File: config.mk
export PLATFORM = sky130hd
export DESIGN_NAME = pbf_pin_mux
export DESIGN_NICKNAME = d
export VERILOG_FILES = /design/src/logic/pbf_pkg.sv /design/src/logic/pbf_sync_if.sv /design/src/logic/pbf_pin_mux.sv /design/src/logic/pbf_sync_filter.sv
export VERILOG_INCLUDE_DIRS = /design/src /design/src/logic
export SDC_FILE = /design/constraint.sdc
export NUM_CORES = 1
export LEC_CHECK = 0
export ABC_CLOCK_PERIOD_IN_PS = 1120
export BUFFER_PORTS_ARGS = -buffer_cell sky130_fd_sc_hd__buf_2
export CORE_ASPECT_RATIO = 1.25
export CORE_MARGIN = 5
export CORE_UTILIZATION = 47
export DETAILED_ROUTE_END_ITERATION = 8
export PLACE_DENSITY = 0.74
export SLEW_MARGIN = 20
export SYNTH_ARGS = -nofsm -noshare
export SYNTH_HDL_FRONTEND = slang
export SYNTH_HIERARCHICAL = 1
export SYNTH_SLANG_ARGS = --single-unit
File: constraint.sdc
create_clock -name clock -period 1.12 [get_ports clock]
set_clock_uncertainty 0.1 [all_clocks]
set_input_delay 0.112 -clock clock [delete_from_list [all_inputs] [get_ports clock]]
set_output_delay 0.112 -clock clock [all_outputs]
set_load 0.02 [all_outputs]
File: src/logic/pbf_map.svh
// widths, reset values and field positions of the port b / port f pin mux
// Behaviour
// - port b pins come up as general-purpose io
// - each pin individually input or output in io
// - clearing port b pullup bit n disables pin n
// - bit 4 clear disables pullup on clock pin
// - idle bus tri-states address and control, unless drive
// - idle bus tri-states data pins, unless drive
// - peripheral enable, then select picks address or clock on pin 4
// - port f pins come up in data-bus function
// - clearing port f pullup bit n disables pin n
`ifndef PBF_MAP_SVH
`define PBF_MAP_SVH

`define PBF_B_WIDTH      5
`define PBF_F_WIDTH      4
`define PBF_CFG_WIDTH    5
`define PBF_CLK_PIN      4
`define PBF_B_PER_RST    5'h00
`define PBF_F_PER_RST    4'hf
`define PBF_B_PUR_RST    5'h1f
`define PBF_F_PUR_RST    4'hf
`define PBF_B_DATA_RST   5'h00
`define PBF_F_DATA_RST   4'h0
`define PBF_B_DIR_RST    5'h00
`define PBF_F_DIR_RST    4'h0
`define PBF_CLKOUT_RST   1'b0
`define PBF_DRIVE_RST    1'b0

`endif

File: src/logic/pbf_pkg.sv
// types shared by the port b / port f pin mux
package pbf_pkg;
  // selects which configuration register a write lands in
  typedef enum logic [3:0] {
    PBF_SEL_B_DATA = 4'h0,
    PBF_SEL_B_DIR  = 4'h1,
    PBF_SEL_B_PER  = 4'h2,
    PBF_SEL_B_PUR  = 4'h3,
    PBF_SEL_F_DATA = 4'h4,
    PBF_SEL_F_DIR  = 4'h5,
    PBF_SEL_F_PER  = 4'h6,
    PBF_SEL_F_PUR  = 4'h7,
    PBF_SEL_CLKOUT = 4'h8,
    PBF_SEL_DRIVE  = 4'h9
  } pbf_cfg_sel_t;
endpackage

File: src/logic/pbf_sync_if.sv
// carrier between the pin mux and its input synchroniser
interface pbf_sync_if #(parameter int WIDTH = 1);
  logic [WIDTH-1:0] raw;
  logic [WIDTH-1:0] level;
  modport filt (input raw, output level);
  modport user (output raw, input level);
endinterface

File: src/logic/pbf_pin_mux.sv
// pin function select for port b (io / high address / clock monitor) and port f (io / data)
`include "pbf_map.svh"
module pbf_pin_mux (
  input  wire logic                      clock,
  input  wire logic                      sys_rst,
  input  wire logic                      cfg_wr,
  input  wire pbf_pkg::pbf_cfg_sel_t     cfg_sel,
  input  wire logic [`PBF_CFG_WIDTH-1:0] cfg_wdata,
  input  wire logic                      ext_bus_active,
  input  wire logic                      ext_data_write,
  input  wire logic [`PBF_B_WIDTH-1:0]   ext_addr,
  input  wire logic [`PBF_F_WIDTH-1:0]   ext_data_out,
  input  wire logic                      prescaler_clock,
  input  wire logic [`PBF_B_WIDTH-1:0]   port_b_pin_in,
  input  wire logic [`PBF_F_WIDTH-1:0]   port_f_pin_in,
  output logic      [`PBF_B_WIDTH-1:0]   port_b_pin_out,
  output logic      [`PBF_B_WIDTH-1:0]   port_b_pin_oe,
  output logic      [`PBF_B_WIDTH-1:0]   port_b_pullup,
  output logic      [`PBF_F_WIDTH-1:0]   port_f_pin_out,
  output logic      [`PBF_F_WIDTH-1:0]   port_f_pin_oe,
  output logic      [`PBF_F_WIDTH-1:0]   port_f_pullup,
  output logic      [`PBF_B_WIDTH-1:0]   port_b_in,
  output logic      [`PBF_F_WIDTH-1:0]   port_f_in,
  output logic      [`PBF_B_WIDTH-1:0]   port_b_peripheral_enable,
  output logic      [`PBF_F_WIDTH-1:0]   port_f_peripheral_enable,
  output logic                           ext_ctrl_oe
);
  // configuration state
  logic [`PBF_B_WIDTH-1:0] b_data;
  logic [`PBF_B_WIDTH-1:0] b_dir;
  logic [`PBF_B_WIDTH-1:0] b_per;
  logic [`PBF_B_WIDTH-1:0] b_pur;
  logic [`PBF_F_WIDTH-1:0] f_data;
  logic [`PBF_F_WIDTH-1:0] f_dir;
  logic [`PBF_F_WIDTH-1:0] f_per;
  logic [`PBF_F_WIDTH-1:0] f_pur;
  logic                    clock_out_select;
  logic                    bus_idle_drive_control;
  logic [`PBF_B_WIDTH-1:0] next_b_data;
  logic [`PBF_B_WIDTH-1:0] next_b_dir;
  logic [`PBF_B_WIDTH-1:0] next_b_per;
  logic [`PBF_B_WIDTH-1:0] next_b_pur;
  logic [`PBF_F_WIDTH-1:0] next_f_data;
  logic [`PBF_F_WIDTH-1:0] next_f_dir;
  logic [`PBF_F_WIDTH-1:0] next_f_per;
  logic [`PBF_F_WIDTH-1:0] next_f_pur;
  logic                    next_clock_out_select;
  logic                    next_bus_idle_drive_control;
  // pin drive state
  logic [`PBF_B_WIDTH-1:0] next_b_out;
  logic [`PBF_B_WIDTH-1:0] next_b_oe;
  logic [`PBF_F_WIDTH-1:0] next_f_out;
  logic [`PBF_F_WIDTH-1:0] next_f_oe;
  logic                    next_ctrl_oe;
  logic                    addr_oe;
  logic                    data_oe;

  // write hit for one configuration register
  function automatic logic cfg_hit(input logic                  wr,
                                   input pbf_pkg::pbf_cfg_sel_t sel,
                                   input pbf_pkg::pbf_cfg_sel_t target);
    return wr && (sel == target);
  endfunction

  // input synchronisers for both ports
  pbf_sync_if #(.WIDTH(`PBF_B_WIDTH)) b_sif ();
  pbf_sync_if #(.WIDTH(`PBF_F_WIDTH)) f_sif ();
  assign b_sif.raw = port_b_pin_in;
  assign f_sif.raw = port_f_pin_in;
  assign port_b_in = b_sif.level;
  assign port_f_in = f_sif.level;

  pbf_sync_filter #(.WIDTH(`PBF_B_WIDTH)) u_b_sync (
    .clock   (clock),
    .sys_rst (sys_rst),
    .sif     (b_sif)
  );
  pbf_sync_filter #(.WIDTH(`PBF_F_WIDTH)) u_f_sync (
    .clock   (clock),
    .sys_rst (sys_rst),
    .sif     (f_sif)
  );

  // configuration writes
  always_comb begin
    next_b_data = b_data;
    next_b_dir  = b_dir;
    next_b_per  = b_per;
    next_b_pur  = b_pur;
    next_f_data = f_data;
    next_f_dir  = f_dir;
    next_f_per  = f_per;
    next_f_pur  = f_pur;
    next_clock_out_select       = clock_out_select;
    next_bus_idle_drive_control = bus_idle_drive_control;
    if (cfg_hit(cfg_wr, cfg_sel, pbf_pkg::PBF_SEL_B_DATA)) begin
      next_b_data = cfg_wdata;
    end else if (cfg_hit(cfg_wr, cfg_sel, pbf_pkg::PBF_SEL_B_DIR)) begin
      next_b_dir = cfg_wdata;
    end else if (cfg_hit(cfg_wr, cfg_sel, pbf_pkg::PBF_SEL_B_PER)) begin
      next_b_per = cfg_wdata;
    end else if (cfg_hit(cfg_wr, cfg_sel, pbf_pkg::PBF_SEL_B_PUR)) begin
      next_b_pur = cfg_wdata;
    end else if (cfg_hit(cfg_wr, cfg_sel, pbf_pkg::PBF_SEL_F_DATA)) begin
      next_f_data = cfg_wdata[`PBF_F_WIDTH-1:0];
    end else if (cfg_hit(cfg_wr, cfg_sel, pbf_pkg::PBF_SEL_F_DIR)) begin
      next_f_dir = cfg_wdata[`PBF_F_WIDTH-1:0];
    end else if (cfg_hit(cfg_wr, cfg_sel, pbf_pkg::PBF_SEL_F_PER)) begin
      next_f_per = cfg_wdata[`PBF_F_WIDTH-1:0];
    end else if (cfg_hit(cfg_wr, cfg_sel, pbf_pkg::PBF_SEL_F_PUR)) begin
      next_f_pur = cfg_wdata[`PBF_F_WIDTH-1:0];
    end else if (cfg_hit(cfg_wr, cfg_sel, pbf_pkg::PBF_SEL_CLKOUT)) begin
      next_clock_out_select = cfg_wdata[0];
    end else if (cfg_hit(cfg_wr, cfg_sel, pbf_pkg::PBF_SEL_DRIVE)) begin
      next_bus_idle_drive_control = cfg_wdata[0];
    end
  end

  // configuration registers with reset defaults
  always_ff @(posedge clock) begin
    if (sys_rst) begin
      b_data <= `PBF_B_DATA_RST;
      b_dir  <= `PBF_B_DIR_RST;
      b_per  <= `PBF_B_PER_RST;
      b_pur  <= `PBF_B_PUR_RST;
      f_data <= `PBF_F_DATA_RST;
      f_dir  <= `PBF_F_DIR_RST;
      f_per  <= `PBF_F_PER_RST;
      f_pur  <= `PBF_F_PUR_RST;
      clock_out_select       <= `PBF_CLKOUT_RST; // address function after reset
      bus_idle_drive_control <= `PBF_DRIVE_RST;  // tri-state when idle after reset
    end else begin
      b_data <= next_b_data;
      b_dir  <= next_b_dir;
      b_per  <= next_b_per;
      b_pur  <= next_b_pur;
      f_data <= next_f_data;
      f_dir  <= next_f_dir;
      f_per  <= next_f_per;
      f_pur  <= next_f_pur;
      clock_out_select       <= next_clock_out_select;
      bus_idle_drive_control <= next_bus_idle_drive_control;
    end
  end

  // bus-side enables: address drives while active, data only on active writes; else only when idle drive is set
  assign addr_oe = ext_bus_active | bus_idle_drive_control;
  assign data_oe = ext_bus_active ? ext_data_write : bus_idle_drive_control;

  // pin function mux for both ports
  always_comb begin
    next_b_out   = b_data;
    next_b_oe    = b_dir;
    next_f_out   = f_data;
    next_f_oe    = f_dir;
    next_ctrl_oe = addr_oe;
    for (int i = 0; i < `PBF_B_WIDTH; i++) begin
      if (b_per[i]) begin
        next_b_out[i] = ext_addr[i];
        next_b_oe[i]  = addr_oe;
        if (i == `PBF_CLK_PIN && clock_out_select) begin
          next_b_out[i] = prescaler_clock;
          next_b_oe[i]  = 1'b1;
        end
      end
    end
    for (int j = 0; j < `PBF_F_WIDTH; j++) begin
      if (f_per[j]) begin
        next_f_out[j] = ext_data_out[j];
        next_f_oe[j]  = data_oe;
      end
    end
  end

  // registered pin drive
  always_ff @(posedge clock) begin
    if (sys_rst) begin
      port_b_pin_out <= '0;
      port_b_pin_oe  <= '0;
      port_f_pin_out <= '0;
      port_f_pin_oe  <= '0;
      ext_ctrl_oe    <= 1'b0;
    end else begin
      port_b_pin_out <= next_b_out;
      port_b_pin_oe  <= next_b_oe;
      port_f_pin_out <= next_f_out;
      port_f_pin_oe  <= next_f_oe;
      ext_ctrl_oe    <= next_ctrl_oe;
    end
  end

  // pullup and status outputs straight from registers
  assign port_b_pullup            = b_pur;
  assign port_f_pullup            = f_pur;
  assign port_b_peripheral_enable = b_per;
  assign port_f_peripheral_enable = f_per;
endmodule // pbf_pin_mux

File: src/logic/pbf_sync_filter.sv
// three-stage pin input synchroniser with agreement filter
module pbf_sync_filter #(
  parameter int WIDTH = 1
) (
  input  wire logic clock,
  input  wire logic sys_rst,
  pbf_sync_if.filt  sif
);
  logic [WIDTH-1:0] stage1;
  logic [WIDTH-1:0] stage2;
  logic [WIDTH-1:0] stage3;
  logic [WIDTH-1:0] level;
  logic [WIDTH-1:0] next_level;

  // a bit changes only once the second and third stages agree
  genvar gi;
  generate
    for (gi = 0; gi < WIDTH; gi++) begin : g_bit
      always_comb begin
        next_level[gi] = (stage2[gi] == stage3[gi]) ? stage3[gi] : level[gi];
      end
    end
  endgenerate

  // shift chain; stage1 feeds only stage2
  always_ff @(posedge clock) begin
    if (sys_rst) begin
      stage1 <= '0;
      stage2 <= '0;
      stage3 <= '0;
      level  <= '0;
    end else begin
      stage1 <= sif.raw;
      stage2 <= stage1;
      stage3 <= stage2;
      level  <= next_level;
    end
  end

  assign sif.level = level;
endmodule // pbf_sync_filter

* After elaboration in Yosys (flattened, before gate mapping)
Index checks and enable logic that the tools add are counted.
** Cells by class
- Add/subtract/negate cells :: 0
- Multipliers :: 0
- Divide/modulo/power cells :: 0
- Magnitude comparators :: 0
- Equal/unequal tests :: 18
- Shift-type cells :: 0
- Muxes and demuxes :: 21
- Bitwise gates (word level) :: 10
- Reductions and logical operators :: 20
** Operators with widths (number)
- $mux W1 :: 21
- $eq A4 B3 Y1 const B :: 4
- $logic_and A1 B1 Y1 :: 10
- $reduce_and A10 Y1 :: 1
- $eq A1 B1 Y1 :: 9
- $not A1 Y1 :: 9
- $reduce_and A9 Y1 :: 1
- $eq A4 B2 Y1 const B :: 2
- $eq A4 B4 Y1 const B :: 2
- $reduce_and A8 Y1 :: 1
- $reduce_and A7 Y1 :: 1
- $reduce_and A6 Y1 :: 1
- $reduce_and A5 Y1 :: 1
- $eq A4 B1 Y1 const B :: 1
- $logic_not A4 Y1 :: 1
- $reduce_and A4 Y1 :: 1
- $reduce_and A3 Y1 :: 1
- $reduce_and A2 Y1 :: 1
- $or A1 B1 Y1 :: 1
** Word-level totals
- Register bits :: 93
- Bits in latches :: 0
- RAM bits :: 0
- ROM bits :: 0
- Input port bits :: 33
- Output and inout bits :: 46
- Memories :: 0

* Depth between registers and ports, before layout
- Depth after elaboration :: 4
- Gate-level depth with buffers :: 4
- Mapped depth without buffers :: 3

* Cells and area by module
Netlist, hierarchy kept.
** By module, submodules not included
- pbf_pin_mux :: times used 1, cells an instance 217, area each 2190.9 um^2
- pbf_sync_filter at u_b_sync :: times used 1, cells an instance 52, area each 641.9 um^2
- pbf_sync_filter at u_f_sync :: times used 1, cells an instance 41, area each 486.7 um^2

* Worst setup path after synthesis
No wires, ideal clock.
- Path type :: input -> register
- Start point :: in cfg_sel[3]
- End point :: reg f_dir[2]
- Setup time :: 0.122 ns
- Arrival :: 0.939 ns
- Data required time :: 0.898 ns
- Path slack :: -0.041 ns
- Stages :: 3
- Buffers on the path :: 0
- Cell sequence :: nand3b_1 or3b_2 mux2i_1
** Between the ends
- Cells in the longest elaborated chain, start to end :: 4
- Elaborated cells between the ends (all ways) :: 18
** RTL lines
- start, declared :: line pbf_pin_mux.sv:7 : input wire pbf_pkg::pbf_cfg_sel_t cfg_sel,
- $eq A4 B3 Y1 (tied with other cells) :: line pbf_pin_mux.sv:62 : return wr && (sel == target);
- $logic_and A1 B1 Y1 :: line pbf_pin_mux.sv:62
- $not A1 Y1 (no source line)
- $reduce_and A6 Y1 (no source line) *
- end signal, assigned :: line pbf_pin_mux.sv:127 : f_dir <= `PBF_F_DIR_RST;
- end signal, assigned :: line pbf_pin_mux.sv:138 : f_dir <= next_f_dir;
- end, declared :: line pbf_pin_mux.sv:34 : logic [`PBF_F_WIDTH-1:0] f_dir;
Every way passes the cells marked *; elsewhere a longest branch is shown, timed or not.
A chain may end at the register's enable or synchronous reset.

* Worst setup path after layout
- Start point :: reg f_pur[3] (netlist: port_f_pullup[3])
- End point :: out port_f_pullup[3]
** RTL lines
- start, declared :: line pbf_pin_mux.sv:36 : logic [`PBF_F_WIDTH-1:0] f_pur;
- start signal, assigned :: line pbf_pin_mux.sv:129 : f_pur <= `PBF_F_PUR_RST;
- start signal, assigned :: line pbf_pin_mux.sv:140 : f_pur <= next_f_pur;
- end, declared :: line pbf_pin_mux.sv:21 : output logic [`PBF_F_WIDTH-1:0] port_f_pullup,
No word-level cell between the ends.

==> flow_metrics.tcl <==
set metrics [dict create \
    status "finished, final reports clean" \
    path_clk_slew_ns 0.09 \
    hold_viol 0 \
    endpoint_kind "output port" \
    synth_area_leaders "dfxtp_1 56%, mux2i_1 13%, nand2b_1 5.1%, nor2b_2 5.0%, nor2_1 4.6%" \
    via_count 2473 \
    grt_overflow 0 \
    worstPathRequired_ns 0.91 \
    crit_chain "buf_2" \
    cts_htree_levels 3 \
    routed_wl_mm 7.12 \
    ys_top_cells_by_count "93 x dfxtp_1, 43 x mux2i_1, 41 x nor2_1" \
    finalSetupTns_ns 0 \
    via_per_inst 4.71 \
    finalNonFillerCells 525 \
    timing.final.crit_share 0.970 \
    pre_cts_ws_ns -0.254 \
    ys_ff_latch 93 \
    dp_hpwl_mm 4.72 \
    wl_per_cell_microns 13.6 \
    synth-main-ff-cell "dfxtp_1" \
    final_layout_size_suffix_gt1_frac 0.377 \
    initial_core_util 0.479 \
    critPathMaxStageDelay_ns 0.35 \
    finalMaxSlewViolations 0 \
    clk_path_buf_depth 2 \
    cts-root-buf "clkbuf_8" \
    syn_inst 310 \
    yosysWarnings 6 \
    hp-class "in2reg" \
    start_kind "flop" \
    rows 34 \
    syn_area_sq_mm 0.00332 \
    yosysSeqAreaShare 0.561 \
    totalPowerFinal_mw 6.12 \
    ant_nets 0 \
    synth_nets 343 \
    setup_viol 0 \
    syn_to_final_growth_pct 35.0 \
    grt_pass1_wl_mm 11.7 \
    path_max_fanout 2 \
    yosysTopAreaCell "dfxtp_1" \
    dp_cells 478 \
    fin_ws_ns 0.0338 \
    drv_cap 0 \
    place_congestion 0.759 \
    die_x_microns 85.2 \
    drt_iter0_drc 46 \
    leakage_nw 1.93 \
    path_buf_inv 1 \
    vdd_drop_max_uv 837 \
    clk-insertion-delay-late_ns 0.35 \
    path_class "reg2out" \
    io_pins 79 \
    tightest_slew_ns 0.347 \
    cts_tree "built" \
    synth.distinct_cells 23 \
    nets 463 \
    max_slew_margin 0.769 \
    async_flop_share 0 \
    synth_edf_count 0 \
    drt-pass1-iter-count 4 \
    synth_area_per_cell_sq_um 10.7 \
    fp.dieH_microns 104 \
    fmax_mhz 921 \
    synthMostInstantiatedCell "dfxtp_1" \
    critical_path_arrival_ns 0.87 \
    antenna_found_initial 0 \
    drc 0 \
    power.density_mw_per_mm2 1370 \
    grt_pass1_vias 2454 \
    port_buffers 78 \
    coreArea_sq_mm 0.00693 \
    grt_start_max_net_pins 32 \
    min_period_ns 1.09 \
    dieArea_sq_mm 0.00885 \
    final_core_util 0.646 \
    antenna_cells 0 \
    cp_top_family "flip-flops" \
    synth_top_area_share 0.561 \
    track_usage 0.164 \
    cts_made_buffers 9 \
    clock_sinks 93 \
    slowest_stage "dfxtp_1" \
]
layout make-up:
class,count,area [sq um]
timing repair buffer,121,871
clock inverter,5,60.1
tap,90,113
fill,562,2450
sequential,93,1910
multi-input combinational,205,1390
clock buffer,11,141
worst paths after layout:
| kind | start | end | slack [ns] | cells past startpoint |
|---|---|---|---|---|
| worst max-delay path | port_f_pullup[3] | port_f_pullup[3] | 0.03 | 1 |
| worst min-delay path | sys_rst | port_f_peripheral_enable[3] | 0.05 | 3 |
| worst max register to register | bus_idle_drive_control | port_f_pin_oe[1] | 0.11 | 3 |
| worst min register to register | u_f_sync/stage1[1] | u_f_sync/stage2[1] | 0.35 | 1 |
layout by cell type (no fill, tap or decap), types with 10 or more instances in the layout:
cell	netlist	routed
dfxtp_1	93	75
buf_2	0	52
mux2i_1	43	43
nor2_1	41	41
buf_4	0	41
nand2b_1	27	27
dlygate4sd3_1	0	24
nor2b_2	19	19
nand2_1	14	14
o21ai_1	10	10
clkbuf_8	0	10
registers in the layout, summed over array words and instances, names as in the netlist, 5 cells and up:
name / count
b_data: 5
b_dir: 5
port_b_peripheral_enable: 5
port_b_pin_oe: 5
port_b_pin_out: 5
port_b_pullup: 5
u_b_sync/sif.level: 5
u_b_sync/stage1: 5
u_b_sync/stage2: 5
u_b_sync/stage3: 5
power breakdown:
group | leakage (nW) | switching, mW | internal, mW | total [mW]
logic | 1.07 | 0.236 | 0.251 | 0.487
registers | 0.763 | 0.0324 | 3.36 | 3.40
clock network | 0.0995 | 1.14 | 1.10 | 2.23
total | 1.93 | 1.40 | 4.71 | 6.12
logic make-up after synthesis:
| logic type | share of synthesized area |
|---|---|
| AO/OA/AOI/OAI | 0.0705 |
| buffers and inverters | 0.0226 |
| flip-flops | 0.561 |
| multiplexers | 0.130 |
| AND/OR/NAND/NOR | 0.216 |
timing repair:
action                                  CTS  global route
endpoints found under the setup margin   11            25
setup buffers                             0             7
hold buffers                             24             0
endpoints found under the hold margin    31             0
resized for setup                        27            28
stage by stage:
step	area (sq um)	hold WS, ns
2_1_floorplan	3320	0.141
5_1_grt	4480	0.0552
3_3_place_gp	3870	0.222
4_1_cts	4370	0.0278
3_5_place_dp	3870	0.229
6_report	4480	0.0474
per-layer routing:
metal  share of wire  vias to the layer above  track usage  wire length [microns]
met1            0.45                     1132        0.205                   3230
met4           0.014                        0       0.0633                    102
met3           0.053                        9       0.0396                    374
li1                -                     1271            -                      -
met2            0.48                       61        0.269                   3410
met5               0                        -            0                      0
Note: power is estimated with default switching activity, not from simulation.
